File: src/rtl/fsp_pkg.sv
package fsp_pkg;
  // flash geometry
  localparam int ROW_WORDS      = 32;
  localparam int ROWS_PER_PANEL = 128;
  localparam int INSTR_W        = 24;
  localparam int REG_W          = 16;
  localparam int ADDR_W         = 24;

  // register selects on the link
  localparam logic [1:0] SEL_CONTROL   = 2'h0;
  localparam logic [1:0] SEL_ADDR_LOW  = 2'h1;
  localparam logic [1:0] SEL_ADDR_HIGH = 2'h2;
  localparam logic [1:0] SEL_KEY       = 2'h3;

  // control register layout
  localparam int CTL_START_BIT = 15;
  localparam int CTL_OP_WRITE_ENABLE_BIT  = 14;
  localparam int CTL_ERR_BIT   = 13;
  localparam int OPC_W         = 7;
  localparam logic [6:0] OPC_ROW_ERASE   = 7'h41;
  localparam logic [6:0] OPC_ROW_PROGRAM = 7'h01;
  localparam logic [15:0] CONTROL_RESET  = 16'h0000;
  localparam logic [15:0] ADDR_RESET     = 16'h0000;

  // unlock values
  localparam logic [7:0] KEY_FIRST  = 8'h55;
  localparam logic [7:0] KEY_SECOND = 8'hAA;

  // timing
  localparam int OP_TIME_NS    = 2000000;
  localparam int CLK_PERIOD_NS = 4;
  localparam int OP_CYCLES     = OP_TIME_NS / CLK_PERIOD_NS;
  localparam int NOP_SLOTS     = 2;

  // host-side apb map
  localparam int APB_AW = 12;
  localparam logic [11:0] OFS_CMD    = 12'h000;
  localparam logic [11:0] OFS_ADDR   = 12'h004;
  localparam logic [11:0] OFS_WDATA  = 12'h008;
  localparam logic [11:0] OFS_STATUS = 12'h00C;
  localparam logic [11:0] OFS_IRQCLR = 12'h010;
  localparam int ST_BUSY_BIT  = 0;
  localparam int ST_IRQ_BIT   = 1;
  localparam int ST_STALL_BIT = 2;
  localparam int ST_ERR_BIT   = 3;
  localparam int ST_RDATA_LSB = 16;

  typedef enum logic [1:0] {
    KEY_NONE  = 2'b00,
    KEY_HALF  = 2'b01,
    KEY_ARMED = 2'b10
  } fsp_key_t;

  typedef enum logic [1:0] {
    OP_IDLE    = 2'b00,
    OP_ERASE   = 2'b01,
    OP_PROGRAM = 2'b10
  } fsp_op_t;

  typedef enum logic [2:0] {
    CMD_NONE         = 3'h0,
    CMD_REG_WRITE    = 3'h1,
    CMD_REG_READ     = 3'h2,
    CMD_TBL_LOW      = 3'h3,
    CMD_TBL_HIGH     = 3'h4,
    CMD_UNLOCK_START = 3'h5
  } fsp_cmd_t;

  typedef enum logic [2:0] {
    H_IDLE  = 3'h0,
    H_TW    = 3'h1,
    H_RG    = 3'h2,
    H_KEY1  = 3'h3,
    H_KEY2  = 3'h4,
    H_NOP   = 3'h5
  } fsp_hst_t;
endpackage

File: src/rtl/fsp_link_if.sv
`timescale 1ns/10ps
interface fsp_link_if;
  logic        tw_valid;
  logic        tw_high;
  logic [23:0] tw_addr;
  logic [15:0] tw_data;
  logic        tw_done;
  logic        rg_valid;
  logic        rg_write;
  logic [1:0]  rg_sel;
  logic [15:0] rg_wdata;
  logic [15:0] rg_rdata;
  logic        rg_done;
  logic        stall;
  logic        done_irq;
  logic        irq_clear;

  modport dev (
    input  tw_valid, tw_high, tw_addr, tw_data, rg_valid, rg_write, rg_sel, rg_wdata, irq_clear,
    output tw_done, rg_rdata, rg_done, stall, done_irq
  );
  modport host (
    output tw_valid, tw_high, tw_addr, tw_data, rg_valid, rg_write, rg_sel, rg_wdata, irq_clear,
    input  tw_done, rg_rdata, rg_done, stall, done_irq
  );
endinterface

File: src/rtl/fsp_device.sv
// Contract
// - rows of 32 words, 128-row panels
// - erase clears one row, program writes 32
// - program data comes only from latches
// - software loads latches ascending, row-aligned
// - table write fills latch, two cycles
// - low address captures table EA[15:0]
// - high address captures table EA[23:16]
// - direct address writes override captured value
// - key 0x55 then 0xAA, write-only
// - start bit 15 starts, self-clears
// - 2 ms cycle, core stalled throughout
// - control selects operation, carries start
// - erase sequence order set by software
// - program sequence order set by software
// - two idle slots after start
// - low and high table writes pair
// - high write keeps low byte only
// - software cannot clear start bit
// - external reset aborts, sets error flag
// - done flag sticky until software clear
// - control layout, resets to zero
//
// Chosen here: the APB slave port and the placing of the registers.
`timescale 1ns/10ps
module fsp_device
  import fsp_pkg::*;
#(
  parameter int OP_CYCLES_P = fsp_pkg::OP_CYCLES
) (
  // clock and reset
  input  wire logic                   clk_sys_in,
  input  wire logic                   nrst_in,
  // master or watchdog reset event
  input  wire logic                   ext_reset_in,
  // core side
  fsp_link_if.dev                     lk,
  // flash array side
  output logic                        arr_erase_out,
  output logic                        arr_prog_out,
  output logic [10:0]                 arr_panel_out,
  output logic [6:0]                  arr_row_out,
  output logic [4:0]                  arr_word_idx_out,
  output logic [fsp_pkg::INSTR_W-1:0] arr_word_data_out,
  output logic                        busy_out
);
  import fsp_pkg::*;

  localparam int CNT_W = $clog2(OP_CYCLES_P + 1);

  generate
    if (OP_CYCLES_P < ROW_WORDS + 1) begin : g_bad_cycles
      $error("operation too short to stream a row");
    end
  endgenerate

  typedef struct packed {
    fsp_op_t                             op;
    logic                                start;
    logic                                op_write_enable;
    logic                                err;
    logic [OPC_W-1:0]                    opcode;
    logic [REG_W-1:0]                    addr_low;
    logic [7:0]                          addr_high;
    fsp_key_t                            key;
    logic [ROW_WORDS-1:0][INSTR_W-1:0]   latch;
    logic                                tw_busy;
    logic                                tw_done;
    logic                                rg_done;
    logic [REG_W-1:0]                    rg_rdata;
    logic [CNT_W-1:0]                    op_cnt;
    logic [5:0]                          word_idx;
    logic                                stall;
    logic                                irq;
    logic                                arr_erase;
    logic                                arr_prog;
    logic [10:0]                         arr_panel;
    logic [6:0]                          arr_row;
    logic [4:0]                          arr_idx;
    logic [INSTR_W-1:0]                  arr_data;
  } fsp_dev_t;

  fsp_dev_t s;
  fsp_dev_t next_s;

  function automatic logic [4:0] word_of(input logic [ADDR_W-1:0] a);
    word_of = a[5:1];
  endfunction

  function automatic logic [REG_W-1:0] control_word(input fsp_dev_t v);
    control_word = {v.start, v.op_write_enable, v.err, 6'h00, v.opcode};
  endfunction

  ////////////////////////////////////////////////////////////////////////
  always_comb begin
    next_s           = s;
    next_s.tw_done   = 1'b0;
    next_s.rg_done   = 1'b0;
    next_s.arr_erase = 1'b0;
    next_s.arr_prog  = 1'b0;

    // latch write, done after two cycles
    if (s.tw_busy) begin
      next_s.tw_busy = 1'b0;
      next_s.tw_done = 1'b1;
    end else if (lk.tw_valid && !s.tw_done && s.op == OP_IDLE) begin
      next_s.tw_busy = 1'b1;
      next_s.key     = KEY_NONE;
      if (lk.tw_high) begin
        next_s.latch[word_of(lk.tw_addr)][23:16] = lk.tw_data[7:0];
      end else begin
        next_s.latch[word_of(lk.tw_addr)][15:0] = lk.tw_data;
      end
      next_s.addr_low  = lk.tw_addr[15:0];
      next_s.addr_high = lk.tw_addr[23:16];
    end

    // register access, held off while an operation runs
    if (lk.rg_valid && !s.rg_done && s.op == OP_IDLE) begin
      next_s.rg_done  = 1'b1;
      next_s.rg_rdata = 16'h0000;
      next_s.key      = KEY_NONE;
      if (!lk.rg_write) begin
        case (lk.rg_sel)
          SEL_CONTROL:   next_s.rg_rdata = control_word(s);
          SEL_ADDR_LOW:  next_s.rg_rdata = s.addr_low;
          SEL_ADDR_HIGH: next_s.rg_rdata = {8'h00, s.addr_high};
          default:       next_s.rg_rdata = 16'h0000;
        endcase
      end else begin
        case (lk.rg_sel)
          SEL_CONTROL: begin
            next_s.op_write_enable   = lk.rg_wdata[CTL_OP_WRITE_ENABLE_BIT];
            next_s.err    = lk.rg_wdata[CTL_ERR_BIT];
            next_s.opcode = lk.rg_wdata[OPC_W-1:0];
            // start needs armed key and enable
            if (lk.rg_wdata[CTL_START_BIT] && s.key == KEY_ARMED && lk.rg_wdata[CTL_OP_WRITE_ENABLE_BIT] &&
                (lk.rg_wdata[OPC_W-1:0] == OPC_ROW_ERASE || lk.rg_wdata[OPC_W-1:0] == OPC_ROW_PROGRAM)) begin
              next_s.start     = 1'b1;
              next_s.op        = (lk.rg_wdata[OPC_W-1:0] == OPC_ROW_ERASE) ? OP_ERASE : OP_PROGRAM;
              next_s.op_cnt    = '0;
              next_s.word_idx  = 6'h00;
              next_s.stall     = 1'b1;
              next_s.arr_panel = {s.addr_high, s.addr_low[15:13]};
              next_s.arr_row   = s.addr_low[12:6];
            end
          end
          SEL_ADDR_LOW:  next_s.addr_low  = lk.rg_wdata;
          SEL_ADDR_HIGH: next_s.addr_high = lk.rg_wdata[7:0];
          default: begin
            // 0x55 then 0xAA back to back
            if (lk.rg_wdata[7:0] == KEY_FIRST) begin
              next_s.key = KEY_HALF;
            end else if (lk.rg_wdata[7:0] == KEY_SECOND && s.key == KEY_HALF) begin
              next_s.key = KEY_ARMED;
            end
          end
        endcase
      end
    end

    if (lk.irq_clear) begin
      next_s.irq = 1'b0;
    end

    case (s.op)
      OP_ERASE, OP_PROGRAM: begin
        next_s.op_cnt = CNT_W'(s.op_cnt + 1'b1);
        // one row erased in one pulse
        if (s.op == OP_ERASE && s.op_cnt == '0) begin
          next_s.arr_erase = 1'b1;
        end
        if (s.op == OP_PROGRAM && s.word_idx < 6'(ROW_WORDS)) begin
          next_s.arr_prog = 1'b1;
          next_s.arr_idx  = s.word_idx[4:0];
          next_s.arr_data = s.latch[s.word_idx[4:0]];
          next_s.word_idx = 6'(s.word_idx + 1'b1);
        end
        if (s.op_cnt == CNT_W'(OP_CYCLES_P - 1)) begin
          next_s.op    = OP_IDLE;
          next_s.start = 1'b0;
          next_s.stall = 1'b0;
          next_s.irq   = 1'b1;
        end
        // abort on reset event, address kept
        if (ext_reset_in) begin
          next_s.op    = OP_IDLE;
          next_s.start = 1'b0;
          next_s.stall = 1'b0;
          next_s.err   = 1'b1;
          next_s.irq   = s.irq && !lk.irq_clear;
        end
      end
      default: begin
        next_s.op_cnt = '0;
      end
    endcase
  end

  ////////////////////////////////////////////////////////////////////////
  always_ff @(posedge clk_sys_in or negedge nrst_in) begin
    if (!nrst_in) begin
      s           <= '0;
      s.op        <= OP_IDLE;
      s.key       <= KEY_NONE;
      s.addr_low  <= ADDR_RESET;
      s.addr_high <= ADDR_RESET[7:0];
    end else begin
      s <= next_s;
    end
  end

  assign lk.tw_done        = s.tw_done;
  assign lk.rg_done        = s.rg_done;
  assign lk.rg_rdata       = s.rg_rdata;
  assign lk.stall          = s.stall;
  assign lk.done_irq       = s.irq;
  assign arr_erase_out     = s.arr_erase;
  assign arr_prog_out      = s.arr_prog;
  assign arr_panel_out     = s.arr_panel;
  assign arr_row_out       = s.arr_row;
  assign arr_word_idx_out  = s.arr_idx;
  assign arr_word_data_out = s.arr_data;
  assign busy_out          = s.stall;
endmodule

File: src/flat_wrapper.sv
// flat-port wrapper written by rule: the top's interface ports become plain ports
module fsp_device_flat import fsp_pkg::*;
#(
  parameter int OP_CYCLES_P = fsp_pkg::OP_CYCLES
)
  (clk_sys_in, nrst_in, ext_reset_in, arr_erase_out, arr_prog_out, arr_panel_out, arr_row_out, arr_word_idx_out, arr_word_data_out, busy_out, lk_tw_valid, lk_tw_high, lk_tw_addr, lk_tw_data, lk_rg_valid, lk_rg_write, lk_rg_sel, lk_rg_wdata, lk_irq_clear, lk_tw_done, lk_rg_rdata, lk_rg_done, lk_stall, lk_done_irq);
  fsp_link_if lk_i ();
  input  wire logic clk_sys_in;
  input  wire logic nrst_in;
  input  wire logic ext_reset_in;
  output logic arr_erase_out;
  output logic arr_prog_out;
  output logic [10:0] arr_panel_out;
  output logic [6:0] arr_row_out;
  output logic [4:0] arr_word_idx_out;
  output logic [fsp_pkg::INSTR_W-1:0] arr_word_data_out;
  output logic busy_out;
  input wire logic [$bits(lk_i.tw_valid)-1:0] lk_tw_valid;
  input wire logic [$bits(lk_i.tw_high)-1:0] lk_tw_high;
  input wire logic [$bits(lk_i.tw_addr)-1:0] lk_tw_addr;
  input wire logic [$bits(lk_i.tw_data)-1:0] lk_tw_data;
  input wire logic [$bits(lk_i.rg_valid)-1:0] lk_rg_valid;
  input wire logic [$bits(lk_i.rg_write)-1:0] lk_rg_write;
  input wire logic [$bits(lk_i.rg_sel)-1:0] lk_rg_sel;
  input wire logic [$bits(lk_i.rg_wdata)-1:0] lk_rg_wdata;
  input wire logic [$bits(lk_i.irq_clear)-1:0] lk_irq_clear;
  output wire logic [$bits(lk_i.tw_done)-1:0] lk_tw_done;
  output wire logic [$bits(lk_i.rg_rdata)-1:0] lk_rg_rdata;
  output wire logic [$bits(lk_i.rg_done)-1:0] lk_rg_done;
  output wire logic [$bits(lk_i.stall)-1:0] lk_stall;
  output wire logic [$bits(lk_i.done_irq)-1:0] lk_done_irq;
  assign lk_i.tw_valid = lk_tw_valid;
  assign lk_i.tw_high = lk_tw_high;
  assign lk_i.tw_addr = lk_tw_addr;
  assign lk_i.tw_data = lk_tw_data;
  assign lk_i.rg_valid = lk_rg_valid;
  assign lk_i.rg_write = lk_rg_write;
  assign lk_i.rg_sel = lk_rg_sel;
  assign lk_i.rg_wdata = lk_rg_wdata;
  assign lk_i.irq_clear = lk_irq_clear;
  assign lk_tw_done = lk_i.tw_done;
  assign lk_rg_rdata = lk_i.rg_rdata;
  assign lk_rg_done = lk_i.rg_done;
  assign lk_stall = lk_i.stall;
  assign lk_done_irq = lk_i.done_irq;
  fsp_device #(.OP_CYCLES_P(OP_CYCLES_P)) u_core (.clk_sys_in(clk_sys_in), .nrst_in(nrst_in), .ext_reset_in(ext_reset_in), .lk(lk_i), .arr_erase_out(arr_erase_out), .arr_prog_out(arr_prog_out), .arr_panel_out(arr_panel_out), .arr_row_out(arr_row_out), .arr_word_idx_out(arr_word_idx_out), .arr_word_data_out(arr_word_data_out), .busy_out(busy_out));
endmodule
File: config.mk
export PLATFORM = sky130hd
export DESIGN_NAME = fsp_device_flat
export DESIGN_NICKNAME = d
export VERILOG_FILES = /design/src/rtl/fsp_pkg.sv /design/src/rtl/fsp_link_if.sv /design/src/rtl/fsp_device.sv /design/src/flat_wrapper.sv
export SDC_FILE = /design/constraint.sdc
export NUM_CORES = 1
export LEC_CHECK = 0
export BUFFER_PORTS_ARGS = -buffer_cell sky130_fd_sc_hd__buf_4
export CORE_ASPECT_RATIO = 1.1
export CORE_MARGIN = 2
export CORE_UTILIZATION = 56
export DETAILED_ROUTE_END_ITERATION = 8
export GPL_TIMING_DRIVEN = 1
export HOLD_SLACK_MARGIN = 0.08
export PLACE_DENSITY = 0.74
export SLEW_MARGIN = 0
export SYNTH_ARGS = -nofsm -noshare
export SYNTH_HDL_FRONTEND = slang
export SYNTH_SLANG_ARGS = --single-unit
File: constraint.sdc
create_clock -name clk_sys_in -period 2.2 [get_ports clk_sys_in]
set_input_delay 0.44 -clock clk_sys_in [delete_from_list [all_inputs] [get_ports clk_sys_in]]
set_output_delay 0.44 -clock clk_sys_in [all_outputs]
set_load 0.01 [all_outputs]
==> results of run 1 <==
==> power groups by stage <==
stage	sequential [mW]	clock (mW)	combinational (mW)
3_3_place_gp	19.1	0	3.42
5_1_grt	19.2	17.2	4.40
3_5_place_dp	19.3	0	3.60
2_1_floorplan	19.0	0	2.42
6_report	19.1	16.3	4.11
4_1_cts	19.0	16.5	3.87
==> metal layers <==
| metal | vias up | part of all wire |
|---|---|---|
| met3 | 218 | 0.061 |
| met2 | 954 | 0.48 |
| met4 | 0 | 0.036 |
| met5 | - | 0 |
| met1 | 14400 | 0.42 |
| li1 | 11200 | - |
==> worst register-to-register path: stages (launching register included) <==
cell and delay (ns):
dfrtp_1 0.40, inv_2 0.10, ha_4 0.14, and4bb_2 0.29, and2b_4 0.21, nand3_4 0.11
buf_12 0.18, nor2_4 0.19, clkbuf_16 0.23, mux2_2 0.34
==> kinds of logic (layout without fill, tap and decap cells) <==
| kind of cell | after synthesis | in the layout |
|---|---|---|
| buf+inv | 313 | 641 |
| simple gates | 357 | 357 |
| flops | 901 | 901 |
| mux | 1101 | 1101 |
| fa+ha+maj | 6 | 6 |
| xor+xnor | 15 | 15 |
| compound gates | 233 | 233 |
| other cells | 0 | 1 |
==> final timing paths <==
kind	cells after the start	endpoint	from
max	9	flip-flop	u_core.s[899]$_DFF_PN0_
min	3	u_core.s[872]$_DFF_PN0_	lk_tw_addr[23]
max reg2reg	9	flip-flop	u_core.s[899]$_DFF_PN0_
min reg2reg	0	u_core.lk.tw_done$_DFF_PN0_	u_core.s[94]$_DFF_PN0_
max in group asynchronous	3	asynchronous set/reset pin	nrst_in
min in group asynchronous	2	u_core.lk.rg_rdata[3]$_DFFE_PN0P_	nrst_in
==> metrics by stage <==
step           hold slack, ns  setup TNS, ns
2_1_floorplan           0.144          -1.03
3_3_place_gp            0.334         -24.90
3_5_place_dp            0.335         -51.24
4_1_cts                0.0875         -16.61
5_1_grt                 0.107         -51.56
6_report               0.0981         -24.22
==> cell usage after synthesis, drive strengths merged (3+ instances only) <==
| cell | instances | area [µm²] |
|---|---|---|
| nor4 | 3 | 25.0 |
| a22oi | 42 | 315 |
| dfrtp | 901 | 22500 |
| mux4 | 120 | 2700 |
| ha | 6 | 75.1 |
| nor2 | 47 | 467 |
| a222oi | 3 | 30.0 |
| nor3 | 8 | 51.3 |
| nand3 | 12 | 72.6 |
| a221oi | 3 | 26.3 |
| nor4b | 4 | 35.0 |
| mux2i | 200 | 2000 |
| a22o | 15 | 131 |
| and3 | 4 | 25.0 |
| o211ai | 3 | 22.5 |
| xor2 | 8 | 70.1 |
| and2 | 19 | 119 |
| a32oi | 19 | 166 |
| clkbuf | 137 | 514 |
| a21oi | 5 | 25.0 |
| a211oi | 23 | 173 |
| nand3b | 7 | 52.6 |
| o221ai | 45 | 394 |
| or3b | 3 | 26.3 |
| nand2 | 161 | 687 |
| nor3b | 6 | 45.0 |
| mux2 | 781 | 8790 |
| inv | 9 | 33.8 |
| nand4 | 9 | 56.3 |
| nor2b | 54 | 338 |
| and3b | 3 | 26.3 |
| o21ai | 66 | 330 |
| buf | 167 | 1100 |
| xnor2 | 7 | 61.3 |
| or3 | 5 | 31.3 |
==> repair_timing <==
item                                   CTS  global route
endpoints found under the hold margin  104             0
setup buffers                           22            16
gates cloned                             6            16
hold buffers                            19             0
pin swaps                               22            43
gates resized for setup                265           263
setup endpoints to repair              712           743
==> layout by cell type, fill, tap and decap left out, drive strengths merged, types with 19 or more instances in the layout <==
| master | instances |
|---|---|
| nor2 | 47 |
| mux4 | 120 |
| a22oi | 42 |
| o21ai | 66 |
| mux2 | 781 |
| clkbuf | 142 |
| buf | 435 |
| dlygate4sd3 | 19 |
| nor2b | 54 |
| o221ai | 45 |
| nand2 | 161 |
| and2 | 19 |
| mux2i | 200 |
| a211oi | 23 |
| a32oi | 19 |
| clkinv | 19 |
| dfrtp | 901 |
==> area by class of cell <==
cell class                      instances  area share
Inverter                                9    0.000657
Multi-Input combinational cell       1712       0.376
Clock inverter                         34     0.00846
Antenna cell                            1   0.0000486
Sequential cell                       901       0.438
Clock buffer                          128      0.0532
Timing Repair Buffer                  470       0.100
Tap cell                              963      0.0234
==> metrics.yaml, run 1 <==
logic_synthesis:
  synth_xor_area_frac: 0.00315
  synth-seq-cells: 901
  synth_cell_types: 61
  yosysSeqAreaShare: 0.540
  synth_adder_area_share: 0.00180
  synth-simple-area-share: 0.0518
  synth_cells: 2926
  ys_warn_count: 0
  synth_compound_gate_area_share: 0.0403
  synth.net_count: 2998
  synthFlopType: "dfrtp_1"
  synth_top_family_by_area: "multiplexers"
  synthMuxAreaShare: 0.323
  netlist_area_um2: 41700
  synth_async_sr_flop_share: 1.00
  synth_edf_count: 0
  synth_area_per_cell_um2: 14.3
placed_design:
  io_buffers: 135
  dp.cells: 3984
  gp_congestion: 0.898
  place_area_um2: 45300
  place_ws_ns: -0.340
  dp_hpwl_um: 74100
global_route:
  grt_antenna_before_repair: 2
  grt.busiest_layer: "met2"
  grt_max_degree: 125
  grt_first_pass_wirelength_um: 176000
  use_met2: 0.480
  use_met1: 0.413
  track_usage: 0.298
  grt_overflow: 0
  grt_pass1_vias: 28200
  globalRouteMet3Util: 0.0458
pwr:
  power_density_nw_per_um2: 768
  ir_worst_vdd_v: 0.000567
  pwr-share-clk: 0.413
  power.internal_mw: 30.3
  share_comb_of_total_power: 0.104
  swShare: 0.233
  finalPower_mw: 39.5
  leakagePower_nw: 25.6
  p_sw_mw: 9.22
  power_frac_seq: 0.483
worst_setup_path:
  path_buf_inv: 3
  crit_path_cell_trace: "inv_2 > ha_4 > and4bb_2 > and2b_4 > nand3_4 > buf_12 > nor2_4 > clkbuf_16 > mux2_2"
  crit_fanout: 8
  crit_type: "reg -> reg"
  critPathMaxStageDelay_ns: 0.40
  reg2reg_setup_slack_ns: -0.12
  critPathArrivalTime_ns: 2.83
  cp.required_ns: 2.71
  crit_family: "simple AND/OR/NAND/NOR gates"
  cp-start-kind: "flip-flop"
  cpMaxStageDelayCell: "dfrtp_1"
  endpoint_kind: "flip-flop"
final_layout:
  areaGrowthSynthToFinish_pct: 23.3
  fin_util: 0.693
  stdcell_area_um2: 51500
  finalNonFillerCells: 4218
  nNetsFinal: 3257
  drive_gt1_frac: 0.507
  multi_input_area_um2: 19300
  seqCellArea_um2: 22600
  fillerInstances: 4602
routing:
  route.detailed.drc: 0
  drt-initial-drc-count: 2215
  viasPerCell: 6.33
  wl_um: 117000
  antenna_left: 0
  routedWlPerCell_um: 27.8
  first_pass_iters: 5
  via_count: 26700
outcome:
  violations: "negative setup slack"
  status: "finished with violations"
sta:
  slew_viol_final: 0
  period_share: 1.05
  worst_pin_slew_ns: 0.844
  fin_ws_ns: -0.116
  rsz0062_at_grt: "yes"
  max-slew-margin-rel: 0.437
  period_minus_slack_ns: 2.32
  fmax_ghz: 0.432
  fin_skew_ns: 0.0166
  finalHoldViolations: 0
  setup_viol: 539
min_path:
  hold_class: "in -> reg"
floorplanning:
  die-area_um2: 76700
  rows: 105
  die_width_um: 264
  initial_core_util: 0.562
  core_area_um2: 74200
  ios: 136
  die_height_um: 290
clock_network:
  clkSlewWorstSetupHoldPaths_ns: 0.06
  cts_tree: "yes"
  cts.sinks: 901
  insertion_delay_ns: 0.64
  numCtsBuffers: 91
  clock-root-buffer: "clkbuf_16"
  cts_max_path_buffers: 3
  htree_levels: 3
job:
  max-cap-violations: 0
Note: power is estimated with default switching activity, not from simulation.
==> inputs of run 2 (changes only) <==
--- a/config.mk
+++ b/config.mk
@@ -6,13 +6,12 @@
 export NUM_CORES = 1
 export LEC_CHECK = 0
 export BUFFER_PORTS_ARGS = -buffer_cell sky130_fd_sc_hd__buf_4
-export CORE_ASPECT_RATIO = 1.1
 export CORE_MARGIN = 2
-export CORE_UTILIZATION = 56
+export CORE_UTILIZATION = 47
 export DETAILED_ROUTE_END_ITERATION = 8
 export GPL_TIMING_DRIVEN = 1
 export HOLD_SLACK_MARGIN = 0.08
-export PLACE_DENSITY = 0.74
+export PLACE_DENSITY = 0.64
 export SLEW_MARGIN = 0
 export SYNTH_ARGS = -nofsm -noshare
 export SYNTH_HDL_FRONTEND = slang
==> metrics.yaml, run 2 (synthesis results as in run 1) <==
clock_network:
  cts_max_path_buffers: 3
  cts_tree: "yes"
  cts.sinks: 901
  numCtsBuffers: 98
  clkSlewWorstSetupHoldPaths_ns: 0.06
  insertion_delay_ns: 0.67
  clock-root-buffer: "clkbuf_16"
  htree_levels: 3
placed_design:
  gp_congestion: 0.838
  place_ws_ns: -0.338
  place_area_um2: 45600
  dp_hpwl_um: 72400
  dp.cells: 4169
  io_buffers: 135
sta:
  rsz0062_at_grt: "yes"
  finalHoldViolations: 0
  fin_skew_ns: 0.0250
  worst_pin_slew_ns: 0.777
  fin_ws_ns: -0.0679
  fmax_ghz: 0.441
  period_minus_slack_ns: 2.27
  slew_viol_final: 0
  period_share: 1.03
  setup_viol: 228
  whs_ns: 0.0965
  max-slew-margin-rel: 0.482
pwr:
  ir_worst_vdd_v: 0.000887
  power_density_nw_per_um2: 769
  leakagePower_nw: 25.7
routing:
  wl_um: 113000
  via_count: 25800
  route.detailed.drc: 0
  antenna_left: 0
  first_pass_iters: 5
  routedWlPerCell_um: 25.5
  drt-initial-drc-count: 1776
  viasPerCell: 5.83
worst_setup_path:
  cp.required_ns: 2.74
  endpoint_kind: "flip-flop"
  rr_worst_depth: 10
  cp-start-kind: "flip-flop"
  critPathArrivalTime_ns: 2.80
  reg2reg_setup_slack_ns: -0.07
  timing.rr.start: "u_core.s[899]$_DFF_PN0_"
  crit_type: "reg -> reg"
  crit_fanout: 8
  startpoint: "u_core.s[899]$_DFF_PN0_"
final_layout:
  mostFrequentLayoutCells: "dfrtp_1, mux2_2, mux2_4, buf_4, mux2i_1"
  fin_util: 0.587
  drive_gt1_frac: 0.498
  seqCellArea_um2: 22600
  nNetsFinal: 3257
  stdcell_area_um2: 51800
  mostFrequentLayoutCell: "dfrtp_1"
  finalNonFillerCells: 4431
  fillerInstances: 6675
  areaGrowthSynthToFinish_pct: 24.0
  multi_input_area_um2: 19100
global_route:
  track_usage: 0.247
  grt_pass1_vias: 28000
  grt_first_pass_wirelength_um: 172000
  grt_overflow: 0
  grt_max_degree: 79
  grt_antenna_before_repair: 1
floorplanning:
  die_height_um: 302
  core_area_um2: 88200
  initial_core_util: 0.473
  rows: 109
  die_width_um: 302
  die-area_um2: 91200
  ios: 136
outcome:
  violations: "negative setup slack"
  status: "finished with violations"
min_path:
  worst_hold_startpoint: "lk_tw_addr[13]"
  hold_class: "in -> reg"
job:
  max-cap-violations: 0
==> run 2: repair_timing <==
action,4_1_cts,5_1_grt
buffers inserted,24,25
hold buffers,28,0
gates cloned,7,5
pin swaps,22,42
endpoints found under the hold margin,44,0
resized for setup,214,232
setup endpoints to repair,615,525
==> run 2: per-layer routing <==
metal  wire length [µm]  track usage  vias up
li1                   -            -    11200
met1              49600        0.332    13900
met2              55900        0.414      558
met3               3990       0.0336      209
met4               3720       0.0823        2
met5                 16            0        -
==> run 2: stage by stage <==
step | TNS (ns) | total power [mW]
after CTS | -9.12 | 39.9
after global routing | -23.50 | 41.3
final | -7.22 | 39.8
after floorplan | -1.03 | 21.4
after detailed placement | -21.05 | 22.8
after global placement | -13.45 | 22.5
==> run 2: critical path: stages, from the launching register on <==
cell	delay, ns
dfrtp_1	0.40
inv_2	0.09
ha_4	0.12
and4bb_2	0.26
and2b_4	0.20
nand3b_1	0.14
buf_12	0.19
buf_12	0.12
nor2_8	0.13
buf_12	0.16
mux2_4	0.31
==> run 2: final cells by class <==
type,instances,share of cell area
antenna,1,0.0000483
multi-input combinational,1712,0.369
tap,1165,0.0282
sequential,901,0.436
clock inverter,34,0.00720
inverter,9,0.000653
clock buffer,146,0.0569
timing repair buffer,463,0.102
==> run 2: worst min-delay path by stage <==
stage                                        endpoint  slack (ns)  cells after the start
after floorplan            asynchronous set/reset pin        0.14                      0
after global placement    u_core.lk.tw_done$_DFF_PN0_        0.36                      0
after detailed placement  u_core.lk.tw_done$_DFF_PN0_        0.36                      0
after CTS                     u_core.s[888]$_DFF_PN0_        0.08                      3
after global routing          u_core.s[880]$_DFF_PN0_        0.09                      3
final                         u_core.s[886]$_DFF_PN0_         0.1                      3
==> run 2: report_power, final <==
group | total, mW | leakage (nW) | internal [mW] | switching (mW)
sequential | 19.0 | 12.2 | 18.2 | 0.894
combinational | 3.99 | 11.9 | 2.33 | 1.66
clock | 16.8 | 1.65 | 9.95 | 6.81
==> inputs of run 3 (changes only) <==
--- a/config.mk
+++ b/config.mk
@@ -11,7 +11,7 @@
 export DETAILED_ROUTE_END_ITERATION = 8
 export GPL_TIMING_DRIVEN = 1
 export HOLD_SLACK_MARGIN = 0.08
-export PLACE_DENSITY = 0.64
+export PLACE_DENSITY_LB_ADDON = 0.15
 export SLEW_MARGIN = 0
 export SYNTH_ARGS = -nofsm -noshare
 export SYNTH_HDL_FRONTEND = slang
==> metrics.yaml, run 3 (synthesis results as in run 1) <==
sta:
  fmax_ghz: 0.437
  max-slew-margin-rel: 0.463
  setup_viol: 281
  finalSetupTns_ns: -7.22
  finalHoldViolations: 0
  rsz0062_at_grt: "yes"
  period_minus_slack_ns: 2.29
  worst_pin_slew_ns: 0.806
  period_share: 1.04
  fin_ws_ns: -0.0871
  whs_ns: 0.110
  slew_viol_final: 0
  fin_skew_ns: 0.0494
placed_design:
  io_buffers: 135
  gp_congestion: 0.812
  dp_hpwl_um: 75000
floorplanning:
  initial_core_util: 0.473
  die_height_um: 302
  ios: 136
  die_width_um: 302
  die-area_um2: 91200
  rows: 109
  core_area_um2: 88200
worst_setup_path:
  cp.required_ns: 2.74
  endpoint_kind: "flip-flop"
  cp-start-kind: "flip-flop"
  reg2reg_setup_slack_ns: -0.09
  crit_family: "simple AND/OR/NAND/NOR gates"
  critPathArrivalTime_ns: 2.83
  rr_worst_depth: 9
  timing.rr.start: "u_core.s[899]$_DFF_PN0_"
  crit_type: "reg -> reg"
  crit_fanout: 8
  crit_path_cell_trace: "inv_2 > ha_4 > and4bb_2 > and2b_4 > nand3_4 > buf_12 > nor2_4 > clkbuf_16 > mux2_2"
  path_buf_inv: 3
  critPathMaxStageDelay_ns: 0.40
  cpMaxStageDelayCell: "dfrtp_1"
routing:
  viasPerCell: 5.88
  routedWlPerCell_um: 26.8
  first_pass_iters: 7
  route.detailed.drc: 0
  antenna_left: 0
  via_count: 26200
  drt-initial-drc-count: 1869
  wl_um: 120000
final_layout:
  diodes: 0
  mostFrequentLayoutCell: "dfrtp_1"
  seqCellArea_um2: 22600
  areaGrowthSynthToFinish_pct: 24.6
  multi_input_area_um2: 19100
  drive_gt1_frac: 0.504
  mostFrequentLayoutCells: "dfrtp_1, mux2_2, buf_4, mux2_4, mux2i_1"
  nNetsFinal: 3297
  fillerInstances: 6697
global_route:
  grt_pass1_vias: 27800
  grt_first_pass_wirelength_um: 177000
  grt_max_degree: 110
  grt_overflow: 0
  grt_antenna_before_repair: 4
  track_usage: 0.257
min_path:
  holdPathStages: 3
  worst_hold_startpoint: "lk_tw_addr[0]"
  worstHoldEndpoint: "u_core.s[873]$_DFF_PN0_"
  hold_class: "in -> reg"
clock_network:
  cts_tree: "yes"
  htree_levels: 3
  cts_max_path_buffers: 3
  clock-root-buffer: "clkbuf_16"
  insertion_delay_ns: 0.68
  numCtsBuffers: 99
  cts.sinks: 901
  clkSlewWorstSetupHoldPaths_ns: 0.06
pwr:
  power_density_nw_per_um2: 763
  ir_worst_vdd_v: 0.000624
  leakagePower_nw: 25.7
outcome:
  violations: "negative setup slack"
  status: "finished with violations"
job:
  max-cap-violations: 0
[run 3: cell count changes in the layout (fill, tap and decap cells not counted), moves of 6 or more]
cell | previous run | this run
buf_12 | 109 | 96
buf_4 | 290 | 318
buf_6 | 14 | 29
clkbuf_16 | 105 | 116
mux2_2 | 483 | 471
mux2_4 | 294 | 306
mux2i_1 | 197 | 190
mux2i_2 | 3 | 9
nand2_2 | 16 | 27
nand2_4 | 18 | 7
nor2_4 | 15 | 21
nor2b_1 | 43 | 49
o21ai_0 | 44 | 51
o21ai_1 | 19 | 13
[run 3: worst max-delay path by stage]
stage	startpoint	slack (ns)	to	cells after the start
floorplan	u_core.s[899]$_DFF_PN0_	-0.02	flip-flop	10
global placement	u_core.s[52]$_DFF_PN0_	-0.20	u_core.arr_word_data_out[20]$_DFFE_PN0P_	7
detailed placement	u_core.s[51]$_DFF_PN0_	-0.24	u_core.arr_word_data_out[2]$_DFFE_PN0P_	6
CTS	u_core.s[899]$_DFF_PN0_	-0.08	flip-flop	9
global route	u_core.s[899]$_DFF_PN0_	-0.13	flip-flop	9
finish	u_core.s[899]$_DFF_PN0_	-0.09	flip-flop	9
[run 3: final cells by class]
| cell class | instances | share of cell area |
|---|---|---|
| clock buffers | 145 | 0.0564 |
| clock inverters | 30 | 0.00637 |
| inverters | 9 | 0.000649 |
| multi-input cells | 1712 | 0.367 |
| flip-flops and latches | 901 | 0.434 |
| well taps | 1165 | 0.0280 |
| repair buffers | 502 | 0.108 |
[run 3: worst register-to-register path, stage by stage (launching register included)]
cell,delay [ns]
dfrtp_1,0.40
inv_2,0.08
ha_4,0.13
and4bb_2,0.30
and2b_4,0.22
nand3_4,0.12
buf_12,0.19
nor2_4,0.19
clkbuf_16,0.22
mux2_2,0.34
[run 3: routing by layer]
layer,global-route usage,part of all wire,vias up
li1,-,-,11200
met1,0.354,0.44,14200
met2,0.426,0.48,670
met3,0.0383,0.049,176
met4,0.0727,0.026,6
met5,0,0.00029,-
[run 3: stage by stage]
stage,cell area (µm²),std cells,utilization,worst slack (ns),total power [mW]
after global placement,45800,4194,0.520,-0.204,22.6
after global routing,52000,4464,0.590,-0.130,41.2
final,52000,4464,0.590,-0.0871,39.7
after floorplan,41800,2926,-,-0.0197,21.4
after detailed placement,45800,4194,0.520,-0.244,22.9
after CTS,50600,4426,0.573,-0.0751,39.7
[run 3: where the power goes]
| group | switching [mW] | internal [mW] |
|---|---|---|
| combinational | 1.72 | 2.37 |
| sequential | 0.885 | 18.2 |
| clock | 6.86 | 9.70 |
[run 3: repair_timing]
item / in CTS / in global routing
cloned: 5 / 17
hold buffers: 31 / 0
pin swaps: 15 / 33
resized for setup: 197 / 254
buffers inserted: 21 / 25
endpoints found under the hold margin: 175 / 0
endpoints found under the setup margin: 709 / 703
